`src/ccz_pkg.sv`:
```
package ccz_pkg;

    // Special-function register addresses
    localparam logic [7:0] MODE_ADDR = 8'hDA;
    localparam logic [7:0] LOW_ADDR = 8'hFB;
    localparam logic [7:0] HIGH_ADDR = 8'hFC;

    // Field positions in channel_mode_control
    localparam int BIT_WIDE = 7;
    localparam int BIT_CMP = 6;
    localparam int BIT_CAPP = 5;
    localparam int BIT_CAPN = 4;
    localparam int BIT_MAT = 3;
    localparam int BIT_TOG = 2;
    localparam int BIT_PWM = 1;
    localparam int BIT_FLAG_INTERRUPT_ENABLE = 0;

    // Reset values
    localparam logic [7:0] MODE_RESET = 8'h00;
    localparam logic [7:0] BYTE_RESET = 8'h00;
    localparam logic [15:0] VALUE_RESET = 16'h0000;

    // Narrow modulation resolution codes
    localparam logic [1:0] RES_8 = 2'h0;
    localparam logic [1:0] RES_9 = 2'h1;
    localparam logic [1:0] RES_10 = 2'h2;
    localparam logic [1:0] RES_11 = 2'h3;

    // Comparison masks
    localparam logic [15:0] MASK_8 = 16'h00FF;
    localparam logic [15:0] MASK_9 = 16'h01FF;
    localparam logic [15:0] MASK_10 = 16'h03FF;
    localparam logic [15:0] MASK_11 = 16'h07FF;
    localparam logic [15:0] MASK_16 = 16'hFFFF;

    typedef enum logic [2:0] {
        CCZ_IDLE,
        CCZ_TOGGLE,
        CCZ_PWM_NARROW,
        CCZ_PWM_WIDE,
        CCZ_FREQ
    } ccz_op_t;

    // Bits of the counter that take part in a comparison
    function automatic logic [15:0] ccz_mask(input logic wide, input logic [1:0] res);
        logic [15:0] m;
        m = MASK_16;
        if (!wide) begin
            case (res)
                RES_8: m = MASK_8;
                RES_9: m = MASK_9;
                RES_10: m = MASK_10;
                RES_11: m = MASK_11;
                default: m = MASK_8;
            endcase
        end
        return m;
    endfunction

endpackage

```
`src/ccz_channel.sv`:
```
`timescale 1ns/10ps
module ccz_channel (
    input wire logic sys_clk,
    input wire logic reset_n,
    input wire logic [7:0] sfr_addr,
    input wire logic sfr_wr,
    input wire logic sfr_rd,
    input wire logic [7:0] sfr_wdata,
    output logic [7:0] sfr_rdata,
    input wire logic auto_reload_select,
    input wire logic [1:0] pwm_resolution,
    input wire logic [15:0] counter_value,
    input wire logic counter_tick,
    input wire logic flag_clear,
    output logic channel_match_flag,
    output logic flag_irq,
    output logic comparator_enable,
    output logic channel_output_pin
);
    typedef struct packed {
        logic [7:0] mode;
        logic [15:0] cmp;
        logic [15:0] reload;
        logic flag;
        logic pin;
        logic [7:0] rdata;
    } ccz_state_t;

    ccz_state_t state_reg;
    ccz_state_t state_next;

    ccz_pkg::ccz_op_t op_now;
    logic cmp_wide;
    logic hit;
    logic wrap;
    logic active;
    logic low_wr;
    logic high_wr;
    logic [15:0] narrow_mask;

    function automatic ccz_pkg::ccz_op_t ccz_decode(input logic [7:0] mode);
        ccz_pkg::ccz_op_t op;
        op = ccz_pkg::CCZ_IDLE;
        if (mode[ccz_pkg::BIT_PWM] && mode[ccz_pkg::BIT_TOG]) begin
            op = ccz_pkg::CCZ_FREQ;
        end else if (mode[ccz_pkg::BIT_PWM]) begin
            op = mode[ccz_pkg::BIT_WIDE] ? ccz_pkg::CCZ_PWM_WIDE : ccz_pkg::CCZ_PWM_NARROW;
        end else if (mode[ccz_pkg::BIT_TOG]) begin
            op = ccz_pkg::CCZ_TOGGLE;
        end
        return op;
    endfunction

    always_comb begin
        op_now = ccz_decode(state_reg.mode);
        // Frequency output compares only the low byte; narrow modulation its own window
        cmp_wide = (op_now != ccz_pkg::CCZ_FREQ) && (op_now != ccz_pkg::CCZ_PWM_NARROW);
        active = counter_tick && state_reg.mode[ccz_pkg::BIT_CMP];
        low_wr = sfr_wr && (sfr_addr == ccz_pkg::LOW_ADDR);
        high_wr = sfr_wr && (sfr_addr == ccz_pkg::HIGH_ADDR);
        narrow_mask = ccz_pkg::ccz_mask(1'b0, pwm_resolution);
    end

    ccz_match u_match (
        .counter_value(counter_value),
        .compare_value(state_reg.cmp),
        .wide_sel(cmp_wide),
        .res_sel(op_now == ccz_pkg::CCZ_FREQ ? ccz_pkg::RES_8 : pwm_resolution),
        .match(hit),
        .rollover(wrap)
    );

    always_comb begin
        state_next = state_reg;

        // Register reads return one cycle after the strobe
        if (sfr_rd) begin
            case (sfr_addr)
                ccz_pkg::MODE_ADDR: state_next.rdata = state_reg.mode;
                ccz_pkg::LOW_ADDR: state_next.rdata = auto_reload_select ?
                    state_reg.reload[7:0] : state_reg.cmp[7:0];
                ccz_pkg::HIGH_ADDR: state_next.rdata = auto_reload_select ?
                    state_reg.reload[15:8] : state_reg.cmp[15:8];
                default: state_next.rdata = ccz_pkg::BYTE_RESET;
            endcase
        end

        if (active) begin
            case (op_now)
                ccz_pkg::CCZ_TOGGLE: begin
                    if (hit) begin
                        state_next.pin = ~state_reg.pin;
                    end
                end
                ccz_pkg::CCZ_PWM_NARROW: begin
                    if (wrap) begin
                        state_next.pin = 1'b1;
                        // New duty takes effect only at the window edge, avoiding glitches
                        if (pwm_resolution == ccz_pkg::RES_8) begin
                            state_next.cmp[7:0] = state_reg.cmp[15:8];
                        end else begin
                            state_next.cmp = (state_reg.cmp & ~narrow_mask) |
                                (state_reg.reload & narrow_mask);
                        end
                    end else if (hit) begin
                        state_next.pin = 1'b0;
                    end
                end
                ccz_pkg::CCZ_PWM_WIDE: begin
                    if (wrap) begin
                        state_next.pin = 1'b1;
                    end else if (hit) begin
                        state_next.pin = 1'b0;
                    end
                end
                ccz_pkg::CCZ_FREQ: begin
                    if (hit) begin
                        state_next.pin = ~state_reg.pin;
                        state_next.cmp[7:0] = state_reg.cmp[7:0] + state_reg.cmp[15:8];
                    end
                end
                default: begin
                    state_next.pin = state_reg.pin;
                end
            endcase
        end

        // Set wins over a clear in the same cycle
        if (flag_clear) begin
            state_next.flag = 1'b0;
        end
        if (active && hit && state_reg.mode[ccz_pkg::BIT_MAT]) begin
            state_next.flag = 1'b1;
        end

        // Software writes land after the engine so a write always sticks
        if (sfr_wr && (sfr_addr == ccz_pkg::MODE_ADDR)) begin
            state_next.mode = sfr_wdata;
        end
        if (low_wr) begin
            if (auto_reload_select) begin
                state_next.reload[7:0] = sfr_wdata;
            end else begin
                state_next.cmp[7:0] = sfr_wdata;
            end
            state_next.mode[ccz_pkg::BIT_CMP] = 1'b0;
        end
        if (high_wr) begin
            if (auto_reload_select) begin
                state_next.reload[15:8] = sfr_wdata;
            end else begin
                state_next.cmp[15:8] = sfr_wdata;
            end
            state_next.mode[ccz_pkg::BIT_CMP] = 1'b1;
        end
    end

    always_ff @(posedge sys_clk or negedge reset_n) begin
        if (!reset_n) begin
            state_reg.mode <= ccz_pkg::MODE_RESET;
            state_reg.cmp <= ccz_pkg::VALUE_RESET;
            state_reg.reload <= ccz_pkg::VALUE_RESET;
            state_reg.flag <= 1'b0;
            state_reg.pin <= 1'b0;
            state_reg.rdata <= ccz_pkg::BYTE_RESET;
        end else begin
            state_reg <= state_next;
        end
    end

    assign sfr_rdata = state_reg.rdata;
    assign channel_match_flag = state_reg.flag;
    assign comparator_enable = state_reg.mode[ccz_pkg::BIT_CMP];
    assign channel_output_pin = state_reg.pin;
    // Request is a level; it falls only when the flag is cleared or masked
    assign flag_irq = state_reg.flag && state_reg.mode[ccz_pkg::BIT_FLAG_INTERRUPT_ENABLE];
endmodule

```
`src/ccz_match.sv`:
```
`timescale 1ns/10ps
module ccz_match (
    input wire logic [15:0] counter_value,
    input wire logic [15:0] compare_value,
    input wire logic wide_sel,
    input wire logic [1:0] res_sel,
    output logic match,
    output logic rollover
);
    logic [15:0] mask;

    always_comb begin
        mask = ccz_pkg::ccz_mask(wide_sel, res_sel);
        match = ((counter_value ^ compare_value) & mask) == 16'h0000;
        // All compared bits high: the next tick wraps the window
        rollover = (counter_value & mask) == mask;
    end
endmodule

```
`config.mk`:
```
export PLATFORM = sky130hd
export DESIGN_NAME = ccz_channel
export DESIGN_NICKNAME = d
export VERILOG_FILES = /design/src/ccz_pkg.sv /design/src/ccz_channel.sv /design/src/ccz_match.sv
export SDC_FILE = /design/constraint.sdc
export NUM_CORES = 1
export LEC_CHECK = 0
export ABC_CLOCK_PERIOD_IN_PS = 5700
export BUFFER_PORTS_ARGS = -buffer_cell sky130_fd_sc_hd__buf_2
export CAP_MARGIN = 20
export CORE_UTILIZATION = 62
export CTS_CLUSTER_SIZE = 10
export DETAILED_ROUTE_END_ITERATION = 10
export PLACE_DENSITY = 0.92
export SYNTH_ARGS = -nofsm -noshare
export SYNTH_HDL_FRONTEND = slang
export SYNTH_SLANG_ARGS = --single-unit
```
`constraint.sdc`:
```
create_clock -name sys_clk -period 5.7 [get_ports sys_clk]
set_clock_uncertainty 0.2 [all_clocks]
set_input_delay 1.14 -clock sys_clk [delete_from_list [all_inputs] [get_ports sys_clk]]
set_output_delay 1.14 -clock sys_clk [all_outputs]
set_load 0.02 [all_outputs]
```
Yosys cells after proc, flatten, opt, wreduce, memory -nomap -nowiden
Cells that the tools add are included.

Register bits after elaboration: 50. Logic and storage cells: 86.

Add/sub/neg operators: 1. Equality and inequality tests: 18. Muxes and demuxes: 31. Bitwise gates (word level): 8. Reductions and logical operators: 20.

Operators with widths (number): $pmux 16 s4 (2); $mux 8 (10); $and 16x16->16 (4); $mux 16 (3); $eq 8x8->1 const B (3); $pmux 8 s3 (1); $eq 16x16->1 (1); $logic_not 16->1 (1); $not 16->16 (1); $or 16x16->16 (1); $pmux 8 s2 (1); $xor 16x16->16 (1); $logic_and 1x1->1 (9); $mux 1 (9); $add 8x8->8 (1); $eq 2x2->1 const B (4); $mux 7 (1); $eq 3x2->1 const B (2); $eq 2x1->1 const B (2); $logic_not 2->1 (2); $mux 2 (2); $reduce_and 2->1 (2); $reduce_and 4->1 (1); $reduce_bool 2->1 (2); 11 further kinds (12).

Depth between registers and ports, before layout
Gate-level depths: netlist of the first run.

Depth in word-level cells: 15. Gate-level depth with buffers: 9. Mapped depth without buffers: 9.

Cells and area by module
Synthesis of the first run repeated with hierarchy kept, for this count alone.

Cells, all modules: 373. Area, all modules: 3460.8 sq um.

Modules (own cells, without submodules): ccz_channel (times used 1, cells an instance 335, area each 3198.1 sq um, seq. area each 1251.2 sq um); ccz_match (times used 1, cells an instance 38, area each 262.8 sq um, seq. area each 0.0 sq um).

Worst setup path before layout of the first run
Ideal clock, no wire load.

Path type: input to register. Start point: input port auto_reload_select. End point: register state_reg[33] in the netlist's numbering. Setup time: 0.137 ns. Arrival time: 2.667 ns. Slack: 2.695 ns. Cell stages on the path: 8. Path through: buf_4 -> nand2b_4 -> or4_1 -> clkbuf_1 -> buf_6 -> and3_1 -> a211oi_1 -> o211ai_1.

RTL lines: start: declaration (line ccz_channel.sv:10) `input wire logic auto_reload_select,`; end signal: assignment (line ccz_channel.sv:167) `state_reg <= state_next;`; end: declaration (line ccz_channel.sv:29) `ccz_state_t state_reg;`.

==> results of run 1 <==
[synth_stat cells, drive strengths merged, types with 4 or more instances]
cell type / instances
o22ai: 16
nand2: 19
xnor2: 5
nor3b: 5
xor2: 12
or4: 6
buf: 19
nand3: 9
inv: 20
a21oi: 17
clkbuf: 6
o21ai: 18
a211oi: 7
dfrtp: 50
mux2i: 32
o211ai: 4
and2: 4
a31oi: 6
mux2: 33
nor4: 7
ha: 7
nor2b: 6
a221oi: 6
nor2: 20
and4: 4
[kinds of logic (layout without fill, tap and decap cells)]
family | count (synthesis) | count (layout)
AO/OA/AOI/OAI | 93 | 93
XOR/XNOR | 17 | 17
multiplexers | 65 | 65
flip-flops | 50 | 50
buffers and inverters | 45 | 83
adder cells (fa/ha/maj) | 8 | 8
AND/OR/NAND/NOR | 94 | 94
[area by class of cell]
cell class / instances / area (µm²)
inverter: 20 / 75.1
sequential: 50 / 1250
fill: 404 / 1630
clock buffer: 5 / 68.8
multi-input combinational: 277 / 2150
tap: 72 / 90.1
timing repair buffer: 55 / 293
clock inverter: 3 / 25.0
[metal layers]
metal	share of wire [%]	GRT usage, %	vias up	wire, µm
met2	48	54.3	222	4830
met3	8.0	7.01	62	807
met1	39	41.9	1616	3940
met4	4.8	16.5	0	485
li1	-	-	1465	-
met5	0	0	-	0
[through the flow]
stage,utilization (%),area [µm²]
3_5_place_dp,68.7,3830
4_1_cts,70.4,3920
3_3_place_gp,68.7,3830
2_1_floorplan,-,3650
6_report,70.8,3950
5_1_grt,70.8,3950
[worst paths after layout]
kind	cells after the start	slack [ps]	from	end
min reg2reg	1	320	state_reg[22]	state_reg[22]
min	1	320	state_reg[22]	state_reg[22]
max	8	2340	pwm_resolution[1]	state_reg[32]
max reg2reg	6	2610	state_reg[43]	state_reg[32]
min in group asynchronous	1	490	reset_n	channel_match_flag
max in group asynchronous	2	4310	reset_n	sfr_rdata[4]
[where the power goes]
part | switching (W) | internal (W) | leakage, nW
registers | 0.0000168 | 0.000364 | 0.689
clock network | 0.000130 | 0.0000888 | 0.0447
logic | 0.0000579 | 0.0000449 | 1.08
total | 0.000204 | 0.000498 | 1.81
==> impl_metrics.csv, run 1 <==
group,metric,value,unit
outcome,outcome,"complete, no violations",
clock_tree,cts_setup_buffers,0,
timing,finalMaxSlewViolations,0,
clock_tree,htreeDepth,2,
clock_tree,cts_resized,0,
clock_tree,cts_made_buffers,5,
finish,largest_reg_flops,39,
floorplan,dieWidth,78.7,µm
floorplan,fp.dieH,78.7,µm
clock_tree,root_buffer,"clkbuf_8",
setup_path,crit_slowest_cell,"a2111oi_4",
timing,slew_headroom,36.2,%
timing,period_needed,3360,ps
placed_design,port_buffers,52,
global_routing,grt_max_degree,51,
detailed_routing,ant_nets,0,
synthesis,synthMuxAreaShare,19.0,%
global_routing,first_global_vias,3210,
synthesis,ys_seq_area_share,34.3,%
timing,rsz0062_at_grt,"no",
synthesis,async_flop_share,100,%
synthesis,syn_inst,372,
worst_hold_path,hold_class,"reg -> reg",
clock_tree,cts_hold_buf,0,
setup_path,worstSetupStartpointType,"input pin",
synthesis,yosysTopAreaCellShare,34.3,%
synthesis,postSynthNetCount,421,
setup_path,cp.buffers_inverters,2,
finish,final_common_cell,"buf_2",
floorplan,dieArea,6200,µm²
synthesis,synth_top_family_by_area,"multiplexers",
setup_path,worstSetupPathType,"in -> reg",
setup_path,worstPathMaxFanout,12,
placed_design,hpwl,7060,µm
timing,finalWorstSetupSlack,2340,ps
finish,mostFrequentLayoutCells,"buf_2 (53), dfrtp_1 (50), mux2_2 (33)",
timing,finalSetupViolations,0,
power_and_ir_drop,pwr_density_cell,178,nW/µm²
setup_path,end_kind,"flip-flop",
setup_path,critPathTopFamily,"compound AO/OA/AOI/OAI gates",
finish,final_nets,458,
finish,drive_gt1_share,26.6,%
floorplan,rows,27,
synthesis,postSynthAreaPerCell,9.81,µm²
synthesis,synth.area.top_cells,"dfrtp_1 (34%), mux2_2 (10%), mux2i_1 (8.8%)",
global_routing,grt_pass1_wl,15800,µm
power_and_ir_drop,power.total,0.000702,W
synthesis,synth-simple-area-share,14.9,%
placed_design,placed_cells,472,
detailed_routing,routedWlPerCell,20.9,µm
detailed_routing,drt_wl_total,10100,µm
floorplan,core-area,5570,µm²
synthesis,ys_seq_elements,50,
synthesis,synth_edf_count,0,
global_routing,grt_util_all_layers,33.3,%
clock_tree,clk_pin_slew,100,ps
synthesis,synthAdderAreaFrac,2.95,%
setup_path,cp_cell_sequence,"buf_2 -> nor2_1 -> buf_4 -> a211oi_1 -> a2111oi_4 -> mux2_2 -> a221oi_1 -> o21ai_0",
setup_path,cp.arrival,3370,ps
power_and_ir_drop,leakagePower,1.81,nW
detailed_routing,drt_iter0_markers,466,
synthesis,synth_area,3650,µm²
timing,fin_crit_sh,59.0,%
timing,hold_ws,325,ps
detailed_routing,drc_errors,0,
timing,finalSetupTns,0,ps
clock_tree,cts_tree,"yes",
finish,antennaDiodeCount,0,
placed_design,dpl_worst_slack,2040,ps
clock_tree,cts_buffer_depth,2,
power_and_ir_drop,vdd_ir_drop_max,0.109,mV
detailed_routing,vias,3365,
clock_tree,clock_sinks,50,
synthesis,ys_warn_count,0,
detailed_routing,vias_per_cell,6.98,
timing,hold_viol_final,0,
timing,fmax,297,MHz
synthesis,synth-compound-area-share,17.9,%
setup_path,crit_required,5700,ps
synthesis,synthDistinctLibCells,60,
global_routing,grt-ovfl-total,0,
global_routing,antenna_found_initial,0,
clock_tree,insertion_delay,320,ps
finish,layoutNonFillerInstCount,482,
synthesis,yosys_most_used_dff,"dfrtp_1",
setup_path,max_stage_delay,760,ps
floorplan,start_util,65.5,%
timing,tightest_slew,956,ps
detailed_routing,firstDrtPassIters,7,
finish,area_growth,8.19,%
floorplan,ioPinCount,53,
placed_design,gp_congestion,0.908,
synthesis,synth-xor-area-share,4.08,%
synthesis,yosys.area.top_type,"dfrtp_1",
flow_run,cap_viol_max_count,0,
No activity file was read; power rests on OpenSTA's default activity.
==> run 2: changes to the inputs <==
- ABC_CLOCK_PERIOD_IN_PS: 5700 -> 3000
- CORE_UTILIZATION: 62 -> 52
- PLACE_DENSITY: 0.92 -> 0.83
- clock period: 5.7 -> 3 ns (I/O delays scaled with it)
==> impl_metrics.csv, run 2 (synthesis results as in run 1) <==
group,metric,value,unit
global_routing,grt_util_all_layers,28.1,%
floorplan,fp.dieH,85.8,µm
detailed_routing,vias,3284,
global_routing,first_global_vias,3283,
timing,fin_crit_sh,87.1,%
clock_tree,clk_pin_slew,100,ps
timing,hold_viol_final,0,
clock_tree,cts_hold_buf,0,
detailed_routing,vias_per_cell,6.35,
detailed_routing,drt_wl_total,9650,µm
placed_design,port_buffers,52,
clock_tree,root_buffer,"clkbuf_8",
flow_run,cap_viol_max_count,0,
timing,slew_headroom,54.3,%
setup_path,worstPathMaxFanout,10,
floorplan,rows,30,
clock_tree,cts_buffer_depth,2,
timing,tightest_slew,686,ps
finish,antennaDiodeCount,0,
detailed_routing,routedWlPerCell,18.7,µm
detailed_routing,drc_errors,1,
power_and_ir_drop,clkPwrFrac,30.5,%
power_and_ir_drop,p_seq_share,54.6,%
clock_tree,insertion_delay,310,ps
detailed_routing,ant_nets,0,
finish,final_nets,469,
detailed_routing,firstDrtPassIters,10,
finish,post-route-util,59.6,%
setup_path,worstSetupStartpointType,"flip-flop",
placed_design,hpwl,7330,µm
clock_tree,cts_tree,"yes",
outcome,outcome,"finished, violations left",
finish,mostFrequentLayoutCells,"buf_2 (52), dfrtp_1 (50), mux2_2 (33)",
timing,finalMaxSlewViolations,0,
timing,rsz0062_at_grt,"no",
power_and_ir_drop,pwr_density_cell,326,nW/µm²
floorplan,dieArea,7360,µm²
global_routing,grt-ovfl-total,0,
timing,finalSetupTns,0,ps
finish,drive_gt1_share,28.5,%
outcome,violations,"design-rule violations",
global_routing,grt_pass1_wl,16100,µm
setup_path,worstSetupPathType,"reg -> reg",
power_and_ir_drop,intPower,0.000944,W
power_and_ir_drop,power_frac_comb,15.0,%
floorplan,start_util,53.7,%
finish,largest_reg_flops,39,
timing,hold_ws,113,ps
timing,period_needed,2610,ps
finish,fillCellCount,566,
floorplan,ioPinCount,53,
global_routing,grt_max_degree,32,
timing,finalSetupViolations,0,
power_and_ir_drop,power.total,0.00132,W
finish,final_common_cell,"buf_2",
setup_path,end_kind,"flip-flop",
power_and_ir_drop,leakagePower,1.86,nW
setup_path,cp.arrival,2600,ps
finish,area_growth,10.9,%
floorplan,core-area,6790,µm²
clock_tree,htreeDepth,2,
floorplan,dieWidth,85.8,µm
power_and_ir_drop,switching_share,28.5,%
setup_path,crit_required,2980,ps
timing,fmax,383,MHz
global_routing,global_route.usage.met1,35.6,%
global_routing,use_met2,46.3,%
clock_tree,clock_sinks,50,
global_routing,antenna_found_initial,0,
clock_tree,cts_resized,0,
global_routing,busiest_layer,"met2",
power_and_ir_drop,switching_power,0.000377,W
worst_hold_path,hold_class,"in -> async",
timing,finalWorstSetupSlack,388,ps
placed_design,dpl_worst_slack,230,ps
detailed_routing,drt_iter0_markers,270,
placed_design,gp_congestion,0.904,
global_routing,grtUsageMet3,4.43,%
clock_tree,cts_made_buffers,5,
power_and_ir_drop,vdd_ir_drop_max,0.220,mV
clock_tree,cts_setup_buffers,0,
## run 2: power groups by stage
stage	sequential (W)	combinational, W	clock, W
detailed placement	0.000733	0.000196	0
floorplan	0.000724	0.000116	0
CTS	0.000720	0.000198	0.000405
finish	0.000721	0.000198	0.000403
global route	0.000723	0.000218	0.000433
global placement	0.000732	0.000189	0
## run 2: final cells by class
type                    instances  area, µm²  share of cell area (%)
repair buffers                 66        365                    9.03
inverters                      20       75.1                    1.85
flip-flops and latches         50       1250                    30.9
multi-input cells             277       2150                    53.0
clock inverters                 3       21.3                   0.526
clock buffers                   5       68.8                    1.70
well taps                      96        120                    2.97
## run 2: per-stage QoR
step	cells	area, µm²
final	517	4050
after global routing	517	4050
after CTS	517	4050
after detailed placement	509	3960
after global placement	509	3960
after floorplan	372	3650
## run 2: final timing paths
check,startpoint,to,slack (ps),cells after the start
setup reg to reg,state_reg[44],state_reg[32],390,6
setup / recovery,state_reg[44],state_reg[32],390,6
min in group sys_clk,state_reg[24],state_reg[24],320,1
hold / removal,reset_n,sfr_rdata[0],110,1
hold reg to reg,state_reg[24],state_reg[24],320,1
max in group asynchronous,reset_n,state_reg[31],1850,2
## run 2: layer usage
metal  up-vias  wire (µm)
met1      1579       3830
met4         0        527
li1       1478          -
met5         -          0
met3        51        622
met2       176       4670
## run 2: worst max-delay path, cell delays in order, from the launching register on
cell and delay, ps:
dfrtp_1 560, or2b_2 220, nand2_1 160, a2111oi_4 550, mux2_2 390, a221oi_1 270
o21ai_0 120
